**config.mk**
```make
export PLATFORM = sky130hd
export DESIGN_NAME = stem_matrix_switch_control
export DESIGN_NICKNAME = d
export VERILOG_FILES = /design/src/verilog/stem_pkg.sv /design/src/verilog/stem_matrix_switch_control.sv /design/src/verilog/key_debounce.sv
export SDC_FILE = /design/constraint.sdc
export NUM_CORES = 2
export LEC_CHECK = 0
export BUFFER_PORTS_ARGS = -buffer_cell sky130_fd_sc_hd__buf_2
export CAP_MARGIN = 10
export CORE_AREA = 2 2 405 407
export CTS_CLUSTER_DIAMETER = 50
export DETAILED_ROUTE_END_ITERATION = 10
export DIE_AREA = 0 0 407 409
export GPL_TIMING_DRIVEN = 0
export HOLD_SLACK_MARGIN = 0.03
export PLACE_DENSITY_LB_ADDON = 0.3
export SLEW_MARGIN = 10
export SYNTH_ARGS = -nofsm -noshare
export SYNTH_HDL_FRONTEND = slang
export SYNTH_SLANG_ARGS = --single-unit
```
**constraint.sdc**
```tcl
create_clock -name clk_in -period 17.3 [get_ports clk_in]
set_clock_uncertainty 0.2 [all_clocks]
set_input_delay 0.865 -clock clk_in [delete_from_list [all_inputs] [get_ports clk_in]]
set_output_delay 0.865 -clock clk_in [all_outputs]
set_load 0.05 [all_outputs]
```
**src/verilog/stem_pkg.sv**
```systemverilog
/*
  Constants, types and register map of the stem monitoring matrix control.
  Assumes a 20 MHz system clock and an AXI4-Lite master for software access.
*/
// Summary of operation
// - Twenty-four tracks form four groups of six, each with direct and playback.
// - Each track lights at most one of six routing indicators: L, R, C, SL, SR, sub-bass.
// - Outside setup, cycle key steps direct, playback, follow-master, direct.
// - Direct mode selects direct input, lights cycle LED and red LED.
// - Playback mode selects playback input, lights cycle LED and green LED.
// - Follow mode darkens cycle LED; source and red/green follow master key.
// - Master source key toggles only follow-mode tracks of its group.
// - Solo key puts the selected input, post trim, on the solo bus.
// - Individual mute key silences the track output while active.
// - Group master mute silences all six tracks regardless of own mutes.
// - Releasing master mute restores every previous per-track setting.
// - Trim enable hands group level to the trim pot, else fixed level.
// - Main-to-monitor key connects six main outputs to control room outputs.
// - Mix-to-bus key connects six summed matrix outputs to master buses.
// - Surround-sum key feeds mono surround to both surround outputs.
// - In setup mode each track's cycle key assigns it to an output.
// - A programmed setup is stored into preset slot A or B.
// - Exactly one preset is active and its stored routing applies.
// - Hold over three seconds stores; shorter press recalls the preset.
// - Setup stepping covers six outputs plus an unrouted choice.
`default_nettype none
package stem_pkg;
  localparam int NUM_GROUPS       = 4;
  localparam int TRACKS_PER_GROUP = 6;
  localparam int NUM_TRACKS       = NUM_GROUPS * TRACKS_PER_GROUP;
  localparam int NUM_OUTPUTS      = 6;
  localparam int NUM_PRESETS      = 2;

  // Timing
  localparam longint CLK_HZ          = 20000000;
  localparam longint DEBOUNCE_MS     = 10;
  localparam longint HOLD_MS         = 3000;
  localparam longint MS_PER_S        = 1000;
  localparam int     DEBOUNCE_CYCLES = int'(DEBOUNCE_MS * CLK_HZ / MS_PER_S);
  localparam int     HOLD_CYCLES     = int'(HOLD_MS * CLK_HZ / MS_PER_S);

  // Key vector layout into the debouncer
  localparam int KEY_CYCLE  = 0;
  localparam int KEY_SOLO   = KEY_CYCLE + NUM_TRACKS;
  localparam int KEY_MUTE   = KEY_SOLO + NUM_TRACKS;
  localparam int KEY_GSRC   = KEY_MUTE + NUM_TRACKS;
  localparam int KEY_GMUTE  = KEY_GSRC + NUM_GROUPS;
  localparam int KEY_GTRIM  = KEY_GMUTE + NUM_GROUPS;
  localparam int KEY_MAIN   = KEY_GTRIM + NUM_GROUPS;
  localparam int KEY_MIX    = KEY_MAIN + 1;
  localparam int KEY_SURR   = KEY_MIX + 1;
  localparam int KEY_SETUP  = KEY_SURR + 1;
  localparam int KEY_PRESET = KEY_SETUP + 1;
  localparam int KEY_COUNT  = KEY_PRESET + NUM_PRESETS;

  typedef enum logic [1:0] {MODE_DIRECT, MODE_PLAYBACK, MODE_FOLLOW} src_mode_e;
  typedef logic [2:0] route_t;
  localparam route_t ROUTE_NONE = 3'h0;
  localparam route_t ROUTE_LAST = 3'h6;

  typedef struct packed {
    logic      mute;
    src_mode_e mode;
    route_t    route;
  } entry_s;

  // AXI4-Lite register map
  localparam int         ADDR_W       = 8;
  localparam logic [7:0] ADDR_CTRL    = 8'h00;
  localparam logic [7:0] ADDR_INDEX   = 8'h04;
  localparam logic [7:0] ADDR_TRACK   = 8'h08;
  localparam logic [7:0] ADDR_GROUP   = 8'h0c;
  localparam logic [7:0] ADDR_PRESET  = 8'h10;
  localparam int         CTRL_MAIN    = 0;
  localparam int         CTRL_MIX     = 1;
  localparam int         CTRL_SURR    = 2;
  localparam int         CTRL_SETUP   = 3;
  localparam logic [1:0] RESP_OKAY    = 2'h0;
  localparam logic [1:0] RESP_SLVERR  = 2'h2;
endpackage
`default_nettype wire

```
**src/verilog/stem_matrix_switch_control.sv**
```systemverilog
/*
  Control logic of the 24-track stem monitoring matrix: key handling, track
  source and routing state, mutes, solo, module routing and two presets.
  Assumes keys are raw active-high switches and an AXI4-Lite master.
*/
// The AXI4-Lite interface to the registers and the address map are this design's own decisions.
`timescale 1ns/1ns
`default_nettype none
module stem_matrix_switch_control #(
  parameter int DEBOUNCE_CYCLES = stem_pkg::DEBOUNCE_CYCLES,
  parameter int HOLD_CYCLES     = stem_pkg::HOLD_CYCLES
) (
  // Clock and reset
  input  wire logic                                         clk_in,
  input  wire logic                                         reset_in,
  // Track keys
  input  wire logic [stem_pkg::NUM_TRACKS-1:0]              cycle_key_in,
  input  wire logic [stem_pkg::NUM_TRACKS-1:0]              solo_key_in,
  input  wire logic [stem_pkg::NUM_TRACKS-1:0]              mute_key_in,
  // Group keys
  input  wire logic [stem_pkg::NUM_GROUPS-1:0]              master_source_key_in,
  input  wire logic [stem_pkg::NUM_GROUPS-1:0]              master_mute_key_in,
  input  wire logic [stem_pkg::NUM_GROUPS-1:0]              trim_key_in,
  // Module keys
  input  wire logic                                         main_to_monitor_key_in,
  input  wire logic                                         mix_to_bus_key_in,
  input  wire logic                                         surround_sum_key_in,
  input  wire logic                                         setup_key_in,
  input  wire logic [stem_pkg::NUM_PRESETS-1:0]             preset_key_in,
  // Track controls and indicators
  output logic      [stem_pkg::NUM_TRACKS-1:0]              track_playback_out,
  output logic      [stem_pkg::NUM_TRACKS-1:0]              track_silence_out,
  output logic      [stem_pkg::NUM_TRACKS-1:0]              track_solo_out,
  output logic      [stem_pkg::NUM_TRACKS*stem_pkg::NUM_OUTPUTS-1:0] track_route_out,
  output logic      [stem_pkg::NUM_TRACKS-1:0]              cycle_led_out,
  output logic      [stem_pkg::NUM_TRACKS-1:0]              red_led_out,
  output logic      [stem_pkg::NUM_TRACKS-1:0]              green_led_out,
  // Group controls
  output logic      [stem_pkg::NUM_GROUPS-1:0]              master_source_out,
  output logic      [stem_pkg::NUM_GROUPS-1:0]              master_mute_out,
  output logic      [stem_pkg::NUM_GROUPS-1:0]              trim_enable_out,
  // Module controls
  output logic                                              control_room_outputs_out,
  output logic                                              mix_to_bus_out,
  output logic                                              surround_sum_out,
  output logic                                              setup_mode_out,
  output logic      [stem_pkg::NUM_PRESETS-1:0]             preset_led_out,
  // AXI4-Lite write address and data
  input  wire logic                                         axi_awvalid_in,
  output logic                                              axi_awready_out,
  input  wire logic [stem_pkg::ADDR_W-1:0]                  axi_awaddr_in,
  input  wire logic                                         axi_wvalid_in,
  output logic                                              axi_wready_out,
  input  wire logic [31:0]                                  axi_wdata_in,
  input  wire logic [3:0]                                   axi_wstrb_in,
  // AXI4-Lite write response
  output logic                                              axi_bvalid_out,
  input  wire logic                                         axi_bready_in,
  output logic      [1:0]                                   axi_bresp_out,
  // AXI4-Lite read
  input  wire logic                                         axi_arvalid_in,
  output logic                                              axi_arready_out,
  input  wire logic [stem_pkg::ADDR_W-1:0]                  axi_araddr_in,
  output logic                                              axi_rvalid_out,
  input  wire logic                                         axi_rready_in,
  output logic      [31:0]                                  axi_rdata_out,
  output logic      [1:0]                                   axi_rresp_out
);
  localparam int NT     = stem_pkg::NUM_TRACKS;
  localparam int NG     = stem_pkg::NUM_GROUPS;
  localparam int NO     = stem_pkg::NUM_OUTPUTS;
  localparam int NP     = stem_pkg::NUM_PRESETS;
  localparam int TPG    = stem_pkg::TRACKS_PER_GROUP;
  localparam int HOLD_W = $clog2(HOLD_CYCLES + 1);
  localparam int IDX_W  = $clog2(NT);

  // Next source mode in key order
  function automatic stem_pkg::src_mode_e step_mode(input stem_pkg::src_mode_e m);
    unique case (m)
      stem_pkg::MODE_DIRECT:   step_mode = stem_pkg::MODE_PLAYBACK;
      stem_pkg::MODE_PLAYBACK: step_mode = stem_pkg::MODE_FOLLOW;
      stem_pkg::MODE_FOLLOW:   step_mode = stem_pkg::MODE_DIRECT;
      default:                 step_mode = stem_pkg::MODE_DIRECT;
    endcase
  endfunction

  // Next routing choice, wrapping through unrouted
  function automatic stem_pkg::route_t step_route(input stem_pkg::route_t r);
    step_route = (r >= stem_pkg::ROUTE_LAST) ? stem_pkg::ROUTE_NONE : r + 1'b1;
  endfunction

  // Effective input selection for a track
  function automatic logic pick_playback(input stem_pkg::src_mode_e m, input logic grp_src);
    pick_playback = (m == stem_pkg::MODE_PLAYBACK) || ((m == stem_pkg::MODE_FOLLOW) && grp_src);
  endfunction

  // Working state
  stem_pkg::src_mode_e mode       [NT];
  stem_pkg::route_t    route      [NT];
  logic [NT-1:0]       mute;
  logic [NT-1:0]       solo;
  logic [NG-1:0]       grp_src;
  logic [NG-1:0]       grp_mute;
  logic [NG-1:0]       grp_trim;
  logic                main_to_monitor;
  logic                mix_to_bus;
  logic                surround_sum;
  logic                setup_mode;
  logic                preset_sel;
  stem_pkg::entry_s    preset_mem [NP][NT];
  logic [HOLD_W-1:0]   hold_cnt   [NP];
  logic [IDX_W-1:0]    track_index;

  // Debounced keys
  logic [stem_pkg::KEY_COUNT-1:0] key_level;
  logic [stem_pkg::KEY_COUNT-1:0] key_press;
  logic [stem_pkg::KEY_COUNT-1:0] key_release;

  key_debounce #(
    .WIDTH  (stem_pkg::KEY_COUNT),
    .CYCLES (DEBOUNCE_CYCLES)
  ) u_keys (
    .clk_in      (clk_in),
    .reset_in    (reset_in),
    .raw_in      ({preset_key_in, setup_key_in, surround_sum_key_in, mix_to_bus_key_in,
                   main_to_monitor_key_in, trim_key_in, master_mute_key_in,
                   master_source_key_in, mute_key_in, solo_key_in, cycle_key_in}),
    .level_out   (key_level),
    .press_out   (key_press),
    .release_out (key_release)
  );

  // Key event slices
  wire [NT-1:0] cyc_ev   = key_press[stem_pkg::KEY_CYCLE +: NT];
  wire [NT-1:0] solo_ev  = key_press[stem_pkg::KEY_SOLO +: NT];
  wire [NT-1:0] mute_ev  = key_press[stem_pkg::KEY_MUTE +: NT];
  wire [NG-1:0] gsrc_ev  = key_press[stem_pkg::KEY_GSRC +: NG];
  wire [NG-1:0] gmute_ev = key_press[stem_pkg::KEY_GMUTE +: NG];
  wire [NG-1:0] gtrim_ev = key_press[stem_pkg::KEY_GTRIM +: NG];
  wire [NP-1:0] pre_lvl  = key_level[stem_pkg::KEY_PRESET +: NP];
  wire [NP-1:0] pre_rel  = key_release[stem_pkg::KEY_PRESET +: NP];

  // Preset store on long hold, recall on short release
  logic [NP-1:0] store_req;
  logic [NP-1:0] recall_req;
  for (genvar k = 0; k < NP; k++) begin : g_hold
    assign store_req[k]  = pre_lvl[k] && (hold_cnt[k] == HOLD_W'(HOLD_CYCLES - 1));
    assign recall_req[k] = pre_rel[k] && (hold_cnt[k] < HOLD_W'(HOLD_CYCLES));
  end
  wire do_store  = |store_req;
  wire do_recall = |recall_req;
  wire slot_sel  = do_store ? !store_req[0] : !recall_req[0];

  // Hold time measured per preset key
  always_ff @(posedge clk_in) begin
    for (int k = 0; k < NP; k++) begin
      if (reset_in || !pre_lvl[k]) begin
        hold_cnt[k] <= '0;
      end else if (hold_cnt[k] != HOLD_W'(HOLD_CYCLES)) begin
        hold_cnt[k] <= hold_cnt[k] + 1'b1;
      end
    end
  end

  // Preset slots hold mode, routing and mute of every track
  always_ff @(posedge clk_in) begin
    for (int k = 0; k < NP; k++) begin
      for (int i = 0; i < NT; i++) begin
        if (reset_in) begin
          preset_mem[k][i] <= '{mute: 1'b0, mode: stem_pkg::MODE_DIRECT, route: stem_pkg::ROUTE_NONE};
        end else if (do_store && (slot_sel == k[0])) begin
          preset_mem[k][i] <= '{mute: mute[i], mode: mode[i], route: route[i]};
        end
      end
    end
  end

  // Per-track mode, routing, mute and solo
  always_ff @(posedge clk_in) begin
    for (int i = 0; i < NT; i++) begin
      if (reset_in) begin
        mode[i]  <= stem_pkg::MODE_DIRECT;
        route[i] <= stem_pkg::ROUTE_NONE;
        mute[i]  <= 1'b0;
        solo[i]  <= 1'b0;
      end else if (do_recall) begin
        mode[i]  <= preset_mem[slot_sel][i].mode;
        route[i] <= preset_mem[slot_sel][i].route;
        mute[i]  <= preset_mem[slot_sel][i].mute;
      end else begin
        if (cyc_ev[i] && setup_mode) begin
          route[i] <= step_route(route[i]);
        end else if (cyc_ev[i]) begin
          mode[i] <= step_mode(mode[i]);
        end
        if (mute_ev[i]) begin
          mute[i] <= !mute[i];
        end
        if (solo_ev[i]) begin
          solo[i] <= !solo[i];
        end
      end
    end
  end

  // Group master keys toggle on each press
  always_ff @(posedge clk_in) begin
    if (reset_in) begin
      grp_src  <= '0;
      grp_mute <= '0;
      grp_trim <= '0;
    end else begin
      grp_src  <= grp_src ^ gsrc_ev;
      grp_mute <= grp_mute ^ gmute_ev;
      grp_trim <= grp_trim ^ gtrim_ev;
    end
  end

  // AXI write channel state
  logic                       aw_held;
  logic                       w_held;
  logic [stem_pkg::ADDR_W-1:0] aw_addr;
  logic [31:0]                w_data;
  logic                       w_lane0;
  wire aw_take  = axi_awvalid_in && axi_awready_out;
  wire w_take   = axi_wvalid_in && axi_wready_out;
  wire wr_go    = aw_held && w_held && !axi_bvalid_out;
  wire wr_ctrl  = wr_go && w_lane0 && (aw_addr == stem_pkg::ADDR_CTRL);
  wire wr_index = wr_go && w_lane0 && (aw_addr == stem_pkg::ADDR_INDEX);
  wire wr_known = (aw_addr == stem_pkg::ADDR_CTRL) || (aw_addr == stem_pkg::ADDR_INDEX) ||
                  (aw_addr == stem_pkg::ADDR_TRACK) || (aw_addr == stem_pkg::ADDR_GROUP) ||
                  (aw_addr == stem_pkg::ADDR_PRESET);
  wire [IDX_W-1:0] wr_idx = w_data[IDX_W-1:0];

  assign axi_awready_out = !aw_held && !axi_bvalid_out;
  assign axi_wready_out  = !w_held && !axi_bvalid_out;

  // Module-wide switches: keys toggle, software writes set
  always_ff @(posedge clk_in) begin
    if (reset_in) begin
      main_to_monitor <= 1'b0;
      mix_to_bus      <= 1'b0;
      surround_sum    <= 1'b0;
      setup_mode      <= 1'b0;
      preset_sel      <= 1'b0;
    end else begin
      if (wr_ctrl) begin
        main_to_monitor <= w_data[stem_pkg::CTRL_MAIN];
        mix_to_bus      <= w_data[stem_pkg::CTRL_MIX];
        surround_sum    <= w_data[stem_pkg::CTRL_SURR];
        setup_mode      <= w_data[stem_pkg::CTRL_SETUP];
      end else begin
        main_to_monitor <= main_to_monitor ^ key_press[stem_pkg::KEY_MAIN];
        mix_to_bus      <= mix_to_bus ^ key_press[stem_pkg::KEY_MIX];
        surround_sum    <= surround_sum ^ key_press[stem_pkg::KEY_SURR];
        setup_mode      <= setup_mode ^ key_press[stem_pkg::KEY_SETUP];
      end
      if (do_store || do_recall) begin
        preset_sel <= slot_sel;
      end
    end
  end

  // Write address, data and response
  always_ff @(posedge clk_in) begin
    if (reset_in) begin
      aw_held        <= 1'b0;
      w_held         <= 1'b0;
      aw_addr        <= '0;
      w_data         <= '0;
      w_lane0        <= 1'b0;
      axi_bvalid_out <= 1'b0;
      axi_bresp_out  <= stem_pkg::RESP_OKAY;
      track_index    <= '0;
    end else begin
      if (aw_take) begin
        aw_held <= 1'b1;
        aw_addr <= axi_awaddr_in;
      end
      if (w_take) begin
        w_held  <= 1'b1;
        w_data  <= axi_wdata_in;
        w_lane0 <= axi_wstrb_in[0];
      end
      if (wr_go) begin
        aw_held        <= 1'b0;
        w_held         <= 1'b0;
        axi_bvalid_out <= 1'b1;
        axi_bresp_out  <= wr_known ? stem_pkg::RESP_OKAY : stem_pkg::RESP_SLVERR;
      end else if (axi_bready_in) begin
        axi_bvalid_out <= 1'b0;
      end
      if (wr_index && (wr_idx < IDX_W'(NT))) begin
        track_index <= wr_idx;
      end
    end
  end

  // Per-track derived controls and indicators
  logic [NT-1:0] playback;
  for (genvar i = 0; i < NT; i++) begin : g_track
    localparam int G = i / TPG;
    assign playback[i]           = pick_playback(mode[i], grp_src[G]);
    assign track_silence_out[i]  = mute[i] || grp_mute[G];
    assign track_solo_out[i]     = solo[i];
    assign cycle_led_out[i]      = (mode[i] != stem_pkg::MODE_FOLLOW);
    assign red_led_out[i]        = !playback[i];
    assign green_led_out[i]      = playback[i];
    for (genvar o = 0; o < NO; o++) begin : g_route
      assign track_route_out[i*NO+o] = (route[i] == stem_pkg::route_t'(o + 1));
    end
  end
  assign track_playback_out = playback;

  // Group and module outputs
  assign master_source_out        = grp_src;
  assign master_mute_out          = grp_mute;
  assign trim_enable_out          = grp_trim;
  assign control_room_outputs_out = main_to_monitor;
  assign mix_to_bus_out           = mix_to_bus;
  assign surround_sum_out         = surround_sum;
  assign setup_mode_out           = setup_mode;
  assign preset_led_out           = {preset_sel, !preset_sel};

  // Read decode
  wire [NT-1:0] sel_bit = NT'(1) << track_index;
  wire          sel_pb  = |(playback & sel_bit);
  wire          sel_mut = |(mute & sel_bit);
  wire          sel_sil = |(track_silence_out & sel_bit);
  wire          sel_sol = |(solo & sel_bit);
  wire [31:0]   rd_ctrl  = 32'({setup_mode, surround_sum, mix_to_bus, main_to_monitor});
  wire [31:0]   rd_index = 32'(track_index);
  wire [31:0]   rd_track = 32'({sel_sil, sel_sol, sel_pb, sel_mut, mode[track_index], route[track_index]});
  wire [31:0]   rd_group = 32'({grp_trim, grp_mute, grp_src});
  wire [31:0]   rd_pre   = 32'({setup_mode, preset_sel});
  wire          rd_ok    = (axi_araddr_in == stem_pkg::ADDR_CTRL) || (axi_araddr_in == stem_pkg::ADDR_INDEX) ||
                           (axi_araddr_in == stem_pkg::ADDR_TRACK) || (axi_araddr_in == stem_pkg::ADDR_GROUP) ||
                           (axi_araddr_in == stem_pkg::ADDR_PRESET);
  wire [31:0]   rd_mux   = (axi_araddr_in == stem_pkg::ADDR_CTRL)  ? rd_ctrl  :
                           (axi_araddr_in == stem_pkg::ADDR_INDEX) ? rd_index :
                           (axi_araddr_in == stem_pkg::ADDR_TRACK) ? rd_track :
                           (axi_araddr_in == stem_pkg::ADDR_GROUP) ? rd_group :
                           (axi_araddr_in == stem_pkg::ADDR_PRESET) ? rd_pre : '0;

  assign axi_arready_out = !axi_rvalid_out;

  // Read answer one cycle after the address is taken
  always_ff @(posedge clk_in) begin
    if (reset_in) begin
      axi_rvalid_out <= 1'b0;
      axi_rdata_out  <= '0;
      axi_rresp_out  <= stem_pkg::RESP_OKAY;
    end else if (axi_arvalid_in && axi_arready_out) begin
      axi_rvalid_out <= 1'b1;
      axi_rdata_out  <= rd_mux;
      axi_rresp_out  <= rd_ok ? stem_pkg::RESP_OKAY : stem_pkg::RESP_SLVERR;
    end else if (axi_rready_in) begin
      axi_rvalid_out <= 1'b0;
    end
  end
endmodule
`default_nettype wire

```
**src/verilog/key_debounce.sv**
```systemverilog
/*
  Debouncer for a vector of front-panel keys.
  Assumes raw keys are asynchronous, active high while pressed.
*/
`timescale 1ns/1ns
`default_nettype none
module key_debounce #(
  parameter int WIDTH  = 8,
  parameter int CYCLES = 200000
) (
  // Clock and reset
  input  wire logic             clk_in,
  input  wire logic             reset_in,
  // Raw keys
  input  wire logic [WIDTH-1:0] raw_in,
  // Clean keys
  output logic      [WIDTH-1:0] level_out,
  output logic      [WIDTH-1:0] press_out,
  output logic      [WIDTH-1:0] release_out
);
  localparam int CNT_W = $clog2(CYCLES + 1);

  logic [WIDTH-1:0] sync1;
  logic [WIDTH-1:0] sync2;
  logic [WIDTH-1:0] sync3;
  logic [WIDTH-1:0] agreed;
  logic [WIDTH-1:0] sample;
  logic [CNT_W-1:0] tick_cnt;
  wire              tick = (tick_cnt == CNT_W'(CYCLES - 1));
  wire  [WIDTH-1:0] stable = (sample & agreed) | (level_out & (sample ^ agreed));
  wire  [WIDTH-1:0] next_level = tick ? stable : level_out;

  // Three-stage synchroniser, change taken when stages two and three agree
  always_ff @(posedge clk_in) begin
    sync1 <= raw_in;
    sync2 <= sync1;
    sync3 <= sync2;
  end

  // Level accepted only when equal at two successive ticks
  always_ff @(posedge clk_in) begin
    if (reset_in) begin
      agreed      <= '0;
      sample      <= '0;
      tick_cnt    <= '0;
      level_out   <= '0;
      press_out   <= '0;
      release_out <= '0;
    end else begin
      agreed      <= (sync2 & sync3) | (agreed & (sync2 ^ sync3));
      tick_cnt    <= tick ? '0 : tick_cnt + 1'b1;
      if (tick) begin
        sample <= agreed;
      end
      level_out   <= next_level;
      press_out   <= next_level & ~level_out;
      release_out <= ~next_level & level_out;
    end
  end
endmodule
`default_nettype wire

```
Word-level counts from Yosys, hierarchy flattened
Memories as Yosys holds them, arrays and structs flattened. A register that Yosys moved wholly into a read port is not among the register bits.
Index checks and enable logic that the tools add are counted.

word-level totals
  bits in latches = 0
  memory bits (read-only) = 0
  memories = 4
  bits in writable memories = 460
  bits in registers = 860
  output and inout bits = 347

operators by class
  $add $sub $neg = 27
  div/mod/pow operators = 0
  multiply operators = 0
  $lt $le $gt $ge = 27
  shift operators = 1
  reductions and logical operators = 289
  multiplexer cells = 596
  eq/ne operators = 229
  bitwise operators = 171

memory list
  memory      depth  width  rd ports  clocked after Yosys merged registers in  wr ports  line                               source
  preset_mem  2      144    1         0                                        2         stem_matrix_switch_control.sv:110  stem_pkg::entry_s preset_mem [NP][NT];
  route       24     3      25        1                                        24        stem_matrix_switch_control.sv:99   stem_pkg::route_t route [NT];
  hold_cnt    2      26     2         0                                        2         stem_matrix_switch_control.sv:111  logic [HOLD_W-1:0] hold_cnt [NP];
  mode        24     2      25        1                                        24        stem_matrix_switch_control.sv:98   stem_pkg::src_mode_e mode [NT];

operators by type and width
  cell                   count
  $and 90x90->90         5
  $mux 1                 294
  $mux 2                 147
  $mux 6                 48
  $eq 3x3->1 const B     72
  $mux 3                 72
  $or 90x90->90          2
  $xor 90x90->90         2
  $or 1x1->1             146
  $eq 3x2->1 const B     48
  $and 24x24->24         4
  $pmux 2 s2             24
  $reduce_or 24->1       4
  $mux 90                1
  $not 90->90            1
  $and 88x88->88         1
  $not 88->88            1
  $logic_not 1->1        81
  $add 3x1->3 const B    24
  $eq 3x1->1 const B     24
  $ge 3x3->1 const B     24
  $logic_and 1x1->1      65
  $logic_or 1x1->1       59
  $add 26x1->26 const B  2
  24 further kinds       189

Longest topological paths before layout
An unclocked memory read counts as a cell.

  depth in word-level cells = 11
  mapped depth = 10
  mapped depth without buffers = 7

By module
A second synthesis with hierarchy kept.

second synthesis, totals
  cell total of the unflattened synthesis = 4803
  area, all modules = 53706.5 um^2

modules (own cells, without submodules)
  module                      times used  sequential area each (um^2)  cells each  area each (um^2)
  stem_matrix_switch_control  1           15955.3                      2779        30394.2
  key_debounce                1           14774.2                      2024        23312.4

Worst setup path after synthesis
No wires, ideal clock.

  path kind = register -> register
  start point = memory hold_cnt[0][21] (netlist bit)
  end point = memory preset_mem[0][0] (netlist bit) (enable)
  data arrival time = 5651 ps
  required time = 16536 ps
  cell stages (with the launch flop) = 6
  period minus slack after synthesis = 6415 ps
  setup slack = 10885 ps
  path buffers = 1
  path through = edfxtp_1 -> or4b_4 -> nor3_4 -> nand4_1 -> nand2b_1 -> buf_1

RTL lines
  item                line
  start: declaration  stem_matrix_switch_control.sv:111
  end: declaration    stem_matrix_switch_control.sv:110

==> metrics <==
status completed; fraction of registers with async set/reset 0; Finished Cell Area 60910 µm²; Post-route DRC 0; Max Buffers Root-to-Sink 3; Clk network pwr share 0.469; Comb pwr share 0.052; cells after synthesis 4586; Startpoint Class flip-flop; Final period util 0.2584; Clock H-tree levels 4; post-synth cell types 74; total grt overflow 0; chip height 409 µm; GP Congestion 0.9311; Crit-path slowest cell or4b_4; fmax 0.2237 GHz; Die ar. 166500 µm²; Max Cap Viol 0; commonest non-fill, non-tap cell in the layout dfxtp_1; hold_ws 0.05591 ns; Slew @ Worst Pin 1.282 ns; first-pass GRT wire length 243.8 mm; via count 37610; CP max stage delay 0.59 ns; Critical Path Fanout Max 33; final number of hold-violating endpoints 0; CTS Buf Count 140; Internal Power 4.955 mW; # rows 148; Reg power frac 0.480; Slew Viols, Final 0; Detail Route Antenna Nets 0; final-stage net count 5746; drt via density 4.960; Die Wd 407 µm; peak supply drop 0.00008197 V; CP required 17.58 ns; sequential-to-total area share from yosys stat 0.5787; Placed Cells 7237; port buffer count 443; layout cells sized above 1 0.1562; WL final 171.1 mm; CP Class flip-flop to flip-flop; CTS tree built; DR iter-0 viols 3375; clk root buf clkbuf_16; post-route insts no fill 7584; clock latency on the worst-skew pair 0.78 ns; Initial Util 0.3085; drt pass-1 iters 6; post-detailed-placement half-perimeter wirelength 128.4 mm; CORE AREA 162000 µm²; Sw Pwr 1.524 mW; setup_tns 0 ns; pwr dens 106.4 nW/µm²; FILL cells 16020; Post-synth top flop dfxtp_1; sw frac 0.2352; initial antenna violation count 17; area of the mapped netlist 49990 µm²; Worst-path clk slew 0.06 ns; register bit total from synthesis 1215; vias in the first global route 35850; placed cell areas 55240 µm²; relative slew slack 0.1452; static leakage 23.94 nW; commonest non-fill, non-tap cells in the layout dfxtp_1 (755), buf_2 (466), edfxtp_1 (460); synthesized area per cell 10.90 µm²; Min-Delay Path Class primary input to flip-flop; IO Count 496; pin count of the biggest net entering global routing 49; CP most frequent cell buf_12; Critical Path AT 4.75 ns; Syn. warnings 0; clk sinks 1215; Post-synth EDFFs 460; Setup-failing EPs final 0; RSZ-0062 raised after global routing no; Area Overhead vs Synth 21.84%; crit path cell chain or4b_4 > nor3_4 > nand4_1 > nand2b_1 > buf_2 > buf_12 > buf_12 > buf_12 > buf_12 > nor3_1; GRT Total Usage 0.2010; Worst Setup End Kind flip-flop; DR WL/cell 22.56 µm; minimum clock period 4.470 ns
-- state kept, by name (all words and copies together), names as in the netlist, 5 cells and up, named ones only --
register / count
u_keys.sync2: 90
route: 72
u_keys.press_out: 88
track_index: 5
u_keys.sync3: 90
u_keys.sample: 90
axi_rdata_out: 12
w_data: 5
u_keys.level_out: 90
aw_addr: 8
u_keys.tick_cnt: 18
u_keys.sync1: 90
mute: 24
preset_mem: 288
mode: 48
hold_cnt: 52
track_solo_out: 24
u_keys.agreed: 90
-- worst paths after layout --
kind                           from                 end  slack (ns)  cells after the start
max                 hold_cnt[0][21]  preset_mem[1][133]       12.83                     10
min          main_to_monitor_key_in    u_keys.sync1[84]        0.06                      1
min reg2reg        u_keys.sync1[21]    u_keys.sync2[21]        0.12                      0
max reg2reg         hold_cnt[0][21]  preset_mem[1][133]       12.83                     10
-- worst max-delay path: cells and delay by family, from the launching register on --
family / cells / cell delay (ns)
and+or+nand+nor: 5 / 1.89
buffers and inverters: 5 / 1.57
DFF: 1 / 0.49
-- synthesized netlist by cell type (34+ instances only) --
cell type / number / share of area
a211oi_1: 34 / 0.0051
and2_1: 218 / 0.027
inv_1: 174 / 0.013
ha_1: 305 / 0.076
mux2i_1: 172 / 0.034
nor2b_1: 104 / 0.013
a21oi_1: 312 / 0.031
nand3_1: 98 / 0.0098
nand2_1: 430 / 0.032
nor3_1: 252 / 0.025
xnor2_1: 45 / 0.0079
dfxtp_1: 755 / 0.30
o22ai_1: 108 / 0.014
edfxtp_1: 460 / 0.28
buf_4: 57 / 0.0086
xor2_1: 83 / 0.015
clkbuf_1: 192 / 0.014
nor2_1: 296 / 0.022
o21ai_0: 151 / 0.015
-- layout make-up --
cell class	instances	area [µm²]	share of cell area
multi-input cells	2927	19120	0.3140
well taps	2175	2721	0.04468
plain buffers	290	1383	0.02270
clock buffers	181	3935	0.06461
repair buffers	543	3313	0.05440
clock inverters	74	837.1	0.01374
inverters	175	656.9	0.01079
flip-flops and latches	1215	28930	0.4750
diodes	4	10.01	0.0001643
-- per-stage QoR --
step	util	worst slack (ns)	power [mW]
after floorplan	-	10.89	3.353
after global placement	0.3395	7.079	3.485
after detailed placement	0.3409	12.90	3.487
after CTS	0.3758	12.89	6.531
after global routing	0.3758	12.71	6.691
final	0.3759	12.83	6.479
-- cells by family (layout without fill, tap and decap cells) --
family                   Yosys count  count (layout)  synth area share
flip-flops                      1215            1215            0.5787
AO/OA/AOI/OAI                    696             696           0.07962
XOR/XNOR                         128             128           0.02243
adder cells (fa/ha/maj)          305             305           0.07634
buffers and inverters            465            1263           0.04075
other                              1              26        0.00007502
AND/OR/NAND/NOR                 1570            1570            0.1535
multiplexers                     206             206           0.04863
-- power groups by stage --
stage / registers, mW / logic (mW) / clock network, mW
6_report: 3.11 / 0.334 / 3.04
3_3_place_gp: 3.17 / 0.310 / 0
2_1_floorplan: 3.15 / 0.201 / 0
5_1_grt: 3.12 / 0.363 / 3.21
3_5_place_dp: 3.17 / 0.318 / 0
4_1_cts: 3.11 / 0.336 / 3.09
-- what timing repair did --
item	in CTS	in global routing
gates resized for setup	0	0
hold buffers	88	0
endpoints found under the hold margin	88	0
buffers inserted	0	0
-- metal layers --
| metal | wire length, µm | track usage | up-vias |
|---|---|---|---|
| li1 | - | - | 17420 |
| met1 | 73080 | 0.2684 | 18370 |
| met2 | 75850 | 0.3123 | 1581 |
| met3 | 17500 | 0.06134 | 240 |
| met4 | 4465 | 0.05702 | 10 |
| met5 | 168 | 0 | - |
Power figures use the tool's default switching activity.
